## config.mk

```make
export PLATFORM = sky130hd
export DESIGN_NAME = pbs_core
export DESIGN_NICKNAME = d
export VERILOG_FILES = /design/src/common/pbs_pkg.sv /design/src/pbs_sync.sv /design/src/pbs_core.sv
export SDC_FILE = /design/constraint.sdc
export NUM_CORES = 1
export LEC_CHECK = 0
export ABC_AREA = 0
export BUFFER_PORTS_ARGS = -buffer_cell sky130_fd_sc_hd__buf_4
export CORE_UTILIZATION = 30
export DETAILED_ROUTE_END_ITERATION = 6
export GPL_TIMING_DRIVEN = 1
export PLACE_DENSITY = 0.48
export SYNTH_ARGS = -nofsm -noshare
export SYNTH_HDL_FRONTEND = slang
export SYNTH_SLANG_ARGS = --single-unit
```

## constraint.sdc

```tcl
create_clock -name mclk_i -period 1.8 [get_ports mclk_i]
set_input_delay 0 -clock mclk_i [delete_from_list [all_inputs] [get_ports mclk_i]]
set_output_delay 0 -clock mclk_i [all_outputs]
set_load 0.02 [all_outputs]
```

## src/common/pbs_pkg.sv

```systemverilog
// Package for the page buffer operations and status read block.
// Assumes a 25 MHz core clock and a serial host in clock mode 0 or 3.
package pbs_pkg;

  // Command opcodes.
  localparam logic [7:0] OP_XFER_B1    = 8'h53;
  localparam logic [7:0] OP_XFER_B2    = 8'h55;
  localparam logic [7:0] OP_COMP_B1    = 8'h60;
  localparam logic [7:0] OP_COMP_B2    = 8'h61;
  localparam logic [7:0] OP_REWRITE_B1 = 8'h58;
  localparam logic [7:0] OP_REWRITE_B2 = 8'h59;
  localparam logic [7:0] OP_STATUS     = 8'hD7;

  // Serial framing.
  localparam int          OPC_BITS     = 8;
  localparam int          ADDR_BITS    = 24;
  localparam logic [4:0]  OPC_LAST     = 5'h07;
  localparam logic [4:0]  ADDR_LAST    = 5'h17;

  // Page field inside the three address bytes.
  localparam int          PAGE_W       = 12;
  localparam int          PG528_LSB    = 10;
  localparam int          PG512_LSB    = 9;

  // Status byte one field positions.
  localparam int          ST_RDY_BIT   = 7;
  localparam int          ST_CMP_BIT   = 6;
  localparam int          ST_CAP_MSB   = 5;
  localparam int          ST_CAP_LSB   = 2;
  localparam int          ST_GUARD_BIT = 1;
  localparam int          ST_PGSZ_BIT  = 0;

  // Capacity code; this value is arbitrary.
  localparam logic [3:0]  CAP_CODE     = 4'h5;

  // Reset values.
  localparam logic [3:0]  STAT_IDX_RST = 4'h0;
  localparam logic [7:0]  BYTE_RST     = 8'h00;

  typedef enum logic [1:0] {
    PH_CMD,
    PH_ADDR,
    PH_STATUS,
    PH_IGNORE
  } pbs_phase_e;

  typedef enum logic [2:0] {
    SQ_IDLE,
    SQ_XFER,
    SQ_COMP,
    SQ_RW_XFER,
    SQ_RW_PROG
  } pbs_seq_e;

  typedef enum logic [1:0] {
    AOP_XFER,
    AOP_COMPARE,
    AOP_PROGRAM
  } pbs_aop_e;

  // Request to the memory array and buffer engine.
  typedef struct packed {
    pbs_aop_e                op;
    logic                    buf_sel;
    logic [PAGE_W-1:0]       page;
  } pbs_arr_req_s;

  // Serial pins after synchronisation.
  typedef struct packed {
    logic cs_b;
    logic sck;
    logic si;
  } pbs_pins_s;

endpackage

```

## src/pbs_sync.sv

```systemverilog
// Two flip-flop synchroniser for a group of level signals.
// Assumes the inputs are asynchronous to mclk_i.
`timescale 1ns/10ps
module pbs_sync #(
  parameter int          W   = 1,
  parameter logic [W-1:0] RST = '0
) (
  // Clock and reset
  input  wire logic         mclk_i,
  input  wire logic         rst_b_i,
  // Data
  input  wire logic [W-1:0] d_i,
  output logic      [W-1:0] q_o
);

  logic [W-1:0] meta_reg;
  logic [W-1:0] q_reg;

  always_ff @(posedge mclk_i)
  begin
    if (!rst_b_i)
    begin
      meta_reg <= RST;
      q_reg    <= RST;
    end
    else
    begin
      meta_reg <= d_i;
      q_reg    <= meta_reg;
    end
  end

  assign q_o = q_reg;

endmodule

```

## src/pbs_core.sv

```systemverilog
// Command decoder, page operation sequencer and status read shifter.
// Assumes the serial pins are asynchronous and slow against mclk_i, and an
// array engine on mclk_i that answers each request with one done pulse.
//
// Overview of operation
// - 53h or 55h plus address copies page
// - 528 mode: 2 skip, 12 page, 10 skip
// - 512 mode: 3 skip, 12 page, 9 skip
// - Operation launches on chip select rising
// - Busy during copy, ready when done
// - 60h or 61h plus address compares page
// - Compare busy, result lands in bit 6
// - Mismatch flag 0 equal, 1 differs
// - 58h or 59h plus address rewrites page
// - Rewrite copies then programs, busy throughout
// - D7h starts status output every clock
// - Status wraps after second byte
// - Ready flag resampled for every byte
// - Status read accepted even while busy
// - Chip select high ends read, releases output
// - Byte one bit 7 is ready flag
// - Byte one bits 5:2 capacity code
// - Byte one bit 1 sector guard
// - Byte one bit 0 page length select
`timescale 1ns/10ps
module pbs_core (
  // Clock and reset
  input  wire logic                 mclk_i,
  input  wire logic                 rst_b_i,
  // Serial pins
  input  wire logic                 cs_b_i,
  input  wire logic                 sck_i,
  input  wire logic                 si_i,
  output logic                      so_o,
  output logic                      so_oe_o,
  // Configuration
  input  wire logic                 sector_guard_i,
  input  wire logic                 page_len_528_i,
  // Array engine
  output logic                      arr_req_vld_o,
  output pbs_pkg::pbs_arr_req_s     arr_req_o,
  input  wire logic                 arr_done_i,
  input  wire logic                 arr_mismatch_i,
  // Status
  output logic                      ready_o
);

  typedef struct packed {
    logic                  sck_prev;
    logic                  cs_prev;
    pbs_pkg::pbs_phase_e   phase;
    logic [4:0]            bit_cnt;
    logic [7:0]            opcode;
    logic [23:0]           addr;
    logic                  armed;
    pbs_pkg::pbs_seq_e     seq;
    logic                  mismatch;
    logic [3:0]            stat_idx;
    logic [7:0]            stat_byte;
    logic                  so;
    logic                  so_oe;
    logic                  rdy;
    logic                  req_vld;
    pbs_pkg::pbs_arr_req_s req;
  } pbs_state_s;

  pbs_pkg::pbs_pins_s pins_q;
  pbs_state_s         st_reg;
  pbs_state_s         st_next;
  logic               sck_rise;
  logic               sck_fall;
  logic               cs_rise;
  logic [7:0]         opc_full;
  logic [23:0]        addr_full;
  logic [7:0]         byte_one;
  logic [7:0]         byte_two;
  logic [7:0]         fresh_byte;
  logic [11:0]        page_sel;

  pbs_sync #(
    .W   (3),
    .RST (3'h4)
  ) u_pin_sync (
    .mclk_i  (mclk_i),
    .rst_b_i (rst_b_i),
    .d_i     ({cs_b_i, sck_i, si_i}),
    .q_o     (pins_q)
  );

  assign sck_rise  = pins_q.sck && !st_reg.sck_prev;
  assign sck_fall  = !pins_q.sck && st_reg.sck_prev;
  assign cs_rise   = pins_q.cs_b && !st_reg.cs_prev;
  assign opc_full  = {st_reg.opcode[6:0], pins_q.si};
  assign addr_full = {st_reg.addr[22:0], pins_q.si};

  // Status byte one carries live state; byte two holds only the ready flag.
  always_comb
  begin
    byte_one = pbs_pkg::BYTE_RST;
    byte_one[pbs_pkg::ST_RDY_BIT] = st_reg.rdy;
    byte_one[pbs_pkg::ST_CMP_BIT] = st_reg.mismatch;
    byte_one[pbs_pkg::ST_CAP_MSB:pbs_pkg::ST_CAP_LSB] =
      pbs_pkg::CAP_CODE;
    byte_one[pbs_pkg::ST_GUARD_BIT] = sector_guard_i;
    byte_one[pbs_pkg::ST_PGSZ_BIT] = page_len_528_i;
    byte_two = pbs_pkg::BYTE_RST;
    byte_two[pbs_pkg::ST_RDY_BIT] = st_reg.rdy;
  end

  assign fresh_byte = st_reg.stat_idx[3] ? byte_two : byte_one;

  // The page field sits one bit higher in the 528-byte layout.
  assign page_sel = page_len_528_i
    ? st_reg.addr[pbs_pkg::PG528_LSB +: pbs_pkg::PAGE_W]
    : st_reg.addr[pbs_pkg::PG512_LSB +: pbs_pkg::PAGE_W];

  always_comb
  begin
    st_next          = st_reg;
    st_next.sck_prev = pins_q.sck;
    st_next.cs_prev  = pins_q.cs_b;
    st_next.req_vld  = 1'b0;

    if (pins_q.cs_b)
    begin
      // Deselect ends any frame at whatever bit it stood.
      st_next.phase   = pbs_pkg::PH_CMD;
      st_next.bit_cnt = 5'h00;
      st_next.so_oe   = 1'b0;
      st_next.armed   = 1'b0;
      // A page command launches only if idle; otherwise it is dropped.
      if (cs_rise && st_reg.armed && st_reg.seq == pbs_pkg::SQ_IDLE)
      begin
        st_next.req_vld      = 1'b1;
        st_next.req.page     = page_sel;
        st_next.req.op       = pbs_pkg::AOP_XFER;
        st_next.req.buf_sel  = 1'b0;
        case (st_reg.opcode)
          pbs_pkg::OP_XFER_B1, pbs_pkg::OP_XFER_B2:
          begin
            st_next.seq         = pbs_pkg::SQ_XFER;
            st_next.req.buf_sel = st_reg.opcode == pbs_pkg::OP_XFER_B2;
          end
          pbs_pkg::OP_COMP_B1, pbs_pkg::OP_COMP_B2:
          begin
            st_next.seq         = pbs_pkg::SQ_COMP;
            st_next.req.op      = pbs_pkg::AOP_COMPARE;
            st_next.req.buf_sel = st_reg.opcode[0];
          end
          default:
          begin
            st_next.seq         = pbs_pkg::SQ_RW_XFER;
            st_next.req.buf_sel = st_reg.opcode[0];
          end
        endcase
      end
    end
    else if (sck_rise)
    begin
      st_next.bit_cnt = st_reg.bit_cnt + 5'h01;
      case (st_reg.phase)
        pbs_pkg::PH_CMD:
        begin
          st_next.opcode = opc_full;
          if (st_reg.bit_cnt == pbs_pkg::OPC_LAST)
          begin
            st_next.bit_cnt = 5'h00;
            case (opc_full)
              pbs_pkg::OP_STATUS:
              begin
                // Accepted regardless of the sequencer state.
                st_next.phase    = pbs_pkg::PH_STATUS;
                st_next.stat_idx = pbs_pkg::STAT_IDX_RST;
              end
              pbs_pkg::OP_XFER_B1, pbs_pkg::OP_XFER_B2,
              pbs_pkg::OP_COMP_B1, pbs_pkg::OP_COMP_B2,
              pbs_pkg::OP_REWRITE_B1, pbs_pkg::OP_REWRITE_B2:
                st_next.phase = pbs_pkg::PH_ADDR;
              default:
                st_next.phase = pbs_pkg::PH_IGNORE;
            endcase
          end
        end
        pbs_pkg::PH_ADDR:
        begin
          st_next.addr = addr_full;
          if (st_reg.bit_cnt == pbs_pkg::ADDR_LAST)
          begin
            st_next.armed = 1'b1;
            st_next.phase = pbs_pkg::PH_IGNORE;
          end
        end
        default:
          st_next.bit_cnt = st_reg.bit_cnt;
      endcase
    end
    else if (sck_fall && st_reg.phase == pbs_pkg::PH_STATUS)
    begin
      st_next.so_oe    = 1'b1;
      st_next.stat_idx = st_reg.stat_idx + 4'h1;
      if (st_reg.stat_idx[2:0] == 3'h0)
      begin
        // Each byte is captured afresh at its first bit.
        st_next.stat_byte = {fresh_byte[6:0], 1'b0};
        st_next.so        = fresh_byte[7];
      end
      else
      begin
        st_next.stat_byte = {st_reg.stat_byte[6:0], 1'b0};
        st_next.so        = st_reg.stat_byte[7];
      end
    end

    // Sequencer steps on each done pulse from the array engine.
    if (arr_done_i)
    begin
      case (st_reg.seq)
        pbs_pkg::SQ_XFER:
          st_next.seq = pbs_pkg::SQ_IDLE;
        pbs_pkg::SQ_COMP:
        begin
          st_next.seq      = pbs_pkg::SQ_IDLE;
          st_next.mismatch = arr_mismatch_i;
        end
        pbs_pkg::SQ_RW_XFER:
        begin
          st_next.seq     = pbs_pkg::SQ_RW_PROG;
          st_next.req_vld = 1'b1;
          st_next.req.op  = pbs_pkg::AOP_PROGRAM;
        end
        pbs_pkg::SQ_RW_PROG:
          st_next.seq = pbs_pkg::SQ_IDLE;
        default:
          st_next.seq = st_reg.seq;
      endcase
    end

    st_next.rdy = st_next.seq == pbs_pkg::SQ_IDLE;
  end

  always_ff @(posedge mclk_i)
  begin
    if (!rst_b_i)
    begin
      st_reg <= '{
        sck_prev:  1'b0,
        cs_prev:   1'b1,
        phase:     pbs_pkg::PH_CMD,
        bit_cnt:   5'h00,
        opcode:    8'h00,
        addr:      24'h000000,
        armed:     1'b0,
        seq:       pbs_pkg::SQ_IDLE,
        mismatch:  1'b0,
        stat_idx:  pbs_pkg::STAT_IDX_RST,
        stat_byte: pbs_pkg::BYTE_RST,
        so:        1'b0,
        so_oe:     1'b0,
        rdy:       1'b1,
        req_vld:   1'b0,
        req:       '{op: pbs_pkg::AOP_XFER, buf_sel: 1'b0, page: 12'h000}
      };
    end
    else
    begin
      st_reg <= st_next;
    end
  end

  assign so_o          = st_reg.so;
  assign so_oe_o       = st_reg.so_oe;
  assign arr_req_vld_o = st_reg.req_vld;
  assign arr_req_o     = st_reg.req;
  assign ready_o       = st_reg.rdy;
endmodule

```

* Word-level counts from Yosys, hierarchy flattened *
Cells that the tools add are included.

storage, ports and cells
  register bits after elaboration = 81
  latch bits = 0
  bits in writable memories = 0
  memory bits (read-only) = 0
  input bits = 9
  output and inout port bits = 19
  logic and storage cells = 104
  memories kept = 0

operators by class
  $add $sub $neg = 2
  $mul = 0
  divide/modulo/power cells = 0
  magnitude comparators = 0
  equal/unequal tests = 24
  shifts and indexed selects = 0
  muxes and demuxes = 25
  bitwise logic cells = 3
  reduce and logical (&&, ||, !) cells = 30

operator list
  cell                 count
  $eq 8x7->1 const B   10
  $mux 16              2
  $mux 4               5
  $mux 14              1
  $mux 7               2
  $mux 12              1
  $mux 3               4
  $pmux 2 s2           3
  $reduce_and 3->1     4
  $pmux 5 s2           1
  $logic_not 3->1      3
  $mux 9               1
  $eq 8x8->1 const B   1
  $reduce_and 2->1     4
  $eq 3x2->1 const B   2
  $logic_and 1x1->1    6
  $ne 2x1->1 const B   3
  $pmux 3 s2           1
  $reduce_or 2->1      3
  $reduce_or 6->1      1
  $add 5x1->5 const B  1
  $eq 5x3->1 const B   1
  $eq 5x5->1 const B   1
  $reduce_and 5->1     1
  other kinds (14)     22

* Depth between registers and ports, before layout *
  depth after elaboration = 8
  mapped depth = 7
  depth with buffers taken out = 6

* By module *
A second synthesis with hierarchy kept.

second synthesis, totals
  cell total of the unflattened synthesis = 387
  area, all modules = 3399.5 um^2

by module, submodules not included
  module    times used  cells each  area an instance (um^2)
  pbs_core  1           375         3241.9
  pbs_sync  1           12          157.7

* Least setup slack after synthesis *
OpenSTA, ideal clock, no wires.

  kind = flip-flop to flip-flop
  from = reg st_reg[73] in the netlist's numbering
  to = reg st_reg[25] in the netlist's numbering
  arrival = 1.314 ns
  required time = 1.672 ns
  setup slack = 0.358 ns
  cell stages (with the launch flop) = 8
  path buffers = 3
  period minus slack after synthesis = 1.442 ns
  path through = dfxtp_1 -> buf_6 -> and4bb_4 -> and2_1 -> buf_6 -> buf_6 -> mux2i_1 -> nor2_1

on the way
  word-level cells in the longest chain between the ends = 3

ends and longest elaborated chain
  what                               line             RTL
  from (decl)                        pbs_core.sv:68   pbs_state_s st_reg;
  from (signal assigned)             pbs_core.sv:245  st_reg <= '{
  from (signal assigned)             pbs_core.sv:266  st_reg <= st_next;
  $eq 2x2->1                         pbs_core.sv:197  else if (sck_fall && st_reg.phase == pbs_pkg::PH_STATUS)
  $logic_and 1x1->1                  pbs_core.sv:197
  $reduce_and 3->1 (no source line)  -

No other way between the ends.
A chain may end at the register's enable or synchronous reset.

* Worst setup path after layout *
  from = reg st_reg[27] in the netlist's numbering
  to = reg st_reg[21] in the netlist's numbering

on the way
  word-level cells in the longest chain between the ends = 2

ends and longest elaborated chain
  what             line             RTL
  $logic_not 3->1  pbs_core.sv:201  if (st_reg.stat_idx[2:0] == 3'h0)
  $mux 9           pbs_core.sv:201

No other way between the ends.

==> metrics.yaml <==
drcViolationCount: 0
crit_type: "flop to flop"
synth_cell_types: 53
synth-seq-area-share: 0.4545
start_util: 0.3086
synth_flop_cell: "dfxtp_1"
ios: 28
numCtsBuffers: 9
die_h_um: 110.4
fin_crit_ns: 1.623
crit_fanout: 8
layout_common_cells: "80 x dfxtp_1, 58 x nand2_1, 37 x a21oi_1, 37 x nor2_1, 31 x buf_4"
dieArea_sq_mm: 0.01218
cap_viol_max_count: 0
synth_area_per_cell_sq_um: 9.248
drt-initial-drc-count: 124
route.met2.wl_um: 2949
antenna_found_initial: 0
met1_length_um: 3290
worst_slew_pin_slew_ns: 0.6757
grt_use_total: 0.1211
grt_start_max_net_pins: 39
first_pass_iters: 5
clock_skew_ns: 0.004453
ctsRootBufferMaster: "clkbuf_16"
tns_ns: 0
via_per_inst: 4.763
ys_seq_elements: 80
cts.path.max_buffers: 2
setup_violations: 0
final_nets: 409
cts.sinks: 80
cts_setup_buffers: 0
gp_congestion: 0.7076
critPathCaptureType: "flop"
slowest_delay_ns: 0.56
period_share: 0.9019
ant_nets: 0
dr.max_layer_used: "met4"
power_density_mw_per_mm2: 880.0
final_common_cell: "dfxtp_1"
synth_cells: 381
port_buffers: 27
synth_top_area_share: 0.4545
p_leak_uw: 0.001449
pre_cts_slack_ns: 0.1158
arrival_ns: 1.84
maxSlewViolCount: 0
n_antenna_cell: 0
status: "finished clean"
grt_pass1_vias: 2406
critPathLaunchType: "flop"
dpl.cell_count: 520
hpwlAfterDp_um: 4399
synthesis.area_sq_mm: 0.003523
synth_area_leaders: "dfxtp_1 45%, mux2i_1 8.0%, nand2_1 6.2%"
timing.final.ws_setup_ns: 0.1766
total_power_uw: 3650
final-hold-violation-count: 0
required_ns: 2.02
post_layout_nonfiller_instances: 544
max_freq_mhz: 616.0
area_delta_synth_final_pct: 17.72
cpMaxStageDelayCell: "nor2b_1"
htree_levels: 3
grt.overflow.total: 0
synth_top_area_cell: "dfxtp_1"
grt_pass1_wl_um: 11220
synth_edf_count: 0
hold_class: "input pin to flop"
num_rows: 39
syn_nets: 393
largest_reg_flops: 25
tritoncts: "yes"
drive_gt1_frac: 0.1820
rsz0062_at_grt: "no"
vias: 2591
dieWidth_um: 110.4
crit_chain: "inv_1 > ha_1 > nor2b_1 > mux2i_1 > a211oi_2"
routedWlPerCell_um: 12.14
ir_drop_uv: 527.8
yosys_warnings: 0
max_slew_margin: 0.5486
clkLatencyLatePin_ns: 0.33
drt-total-wl_um: 6604
path_clk_slew_ns: 0.06
core_sq_mm: 0.01142
met3_length_um: 236
async_flop_share: 0
## layout make-up
type | count | area [sq um]
fill | 1184 | 7271
multi-input combinational | 255 | 1650
sequential | 80 | 1602
timing repair buffer | 44 | 402.9
clock buffer | 11 | 242.7
tap | 143 | 178.9
clock inverter | 4 | 45.04
inverter | 7 | 26.28
## layer usage
metal  up-vias  track usage
li1       1337            -
met3        12      0.03175
met2        38       0.1854
met4         0      0.06485
met1      1204       0.1550
met5         -            0
## worst paths after layout
check,slack (ns),to,cells past startpoint,startpoint
setup / recovery,0.18,st_reg[21]$_SDFFE_PN0P_,5,st_reg[27]$_SDFFE_PN0P_
hold reg to reg,0.41,u_pin_sync.q_o[2]$_SDFF_PN1_,1,u_pin_sync.meta_reg[2]$_SDFF_PN1_
setup reg to reg,0.18,st_reg[21]$_SDFFE_PN0P_,5,st_reg[27]$_SDFFE_PN0P_
hold / removal,0.09,st_reg[20]$_SDFFE_PN0P_,3,page_len_528_i
## kinds of logic after synthesis
group	share of synthesized area
AOI/OAI and AO/OA	0.1406
xor gates and xnor gates	0.01243
adders and majority gates	0.01065
buffers and inverters	0.07883
DFF	0.4545
muxes	0.08594
and+or+nand+nor	0.2170
## worst max-delay path, delay by kind of cell (launching register included)
family / cells / cell delay [ns]
flip-flops: 1 / 0.33
AND/OR/NAND/NOR: 1 / 0.56
adder cells (fa/ha/maj): 1 / 0.15
AO/OA/AOI/OAI: 1 / 0.09
multiplexers: 1 / 0.31
buffers and inverters: 1 / 0.08
## synth_stat cells (3+ instances only)
| master | n |
|---|---|
| nor2b_1 | 6 |
| inv_1 | 5 |
| o21ai_0 | 7 |
| buf_2 | 3 |
| nand3_1 | 3 |
| a21oi_1 | 37 |
| xor2_1 | 3 |
| buf_1 | 4 |
| and2_1 | 6 |
| nor3_1 | 3 |
| ha_1 | 3 |
| nand2_1 | 58 |
| dfxtp_1 | 80 |
| nand2b_1 | 5 |
| a211oi_2 | 10 |
| mux2i_1 | 28 |
| buf_6 | 4 |
| a211oi_1 | 5 |
| a31oi_1 | 3 |
| buf_4 | 19 |
| clkbuf_1 | 9 |
| nor2_1 | 37 |
## through the flow
step,area [sq um],hold slack [ns],utilization
CTS,4141,0.07831,0.3627
detailed placement,3764,0.1883,0.3296
global route,4148,0.1026,0.3632
floorplan,3523,0.1015,-
finish,4148,0.08984,0.3632
global placement,3764,0.1884,0.3296
## power breakdown
group	switching (uW)	internal (uW)	leakage, uW
sequential	7.16	1780	0.000646
combinational	54.5	47.0	0.000659
clock	667	1100	0.000145
total	728	2920	0.00145
## timing repair
action / 4_1_cts / 5_1_grt
hold endpoints to repair: 10 / 0
endpoints found under the setup margin: 0 / 4
hold buffers: 9 / 0
gates resized for setup: 0 / 1
No activity file was read; power rests on OpenSTA's default activity.
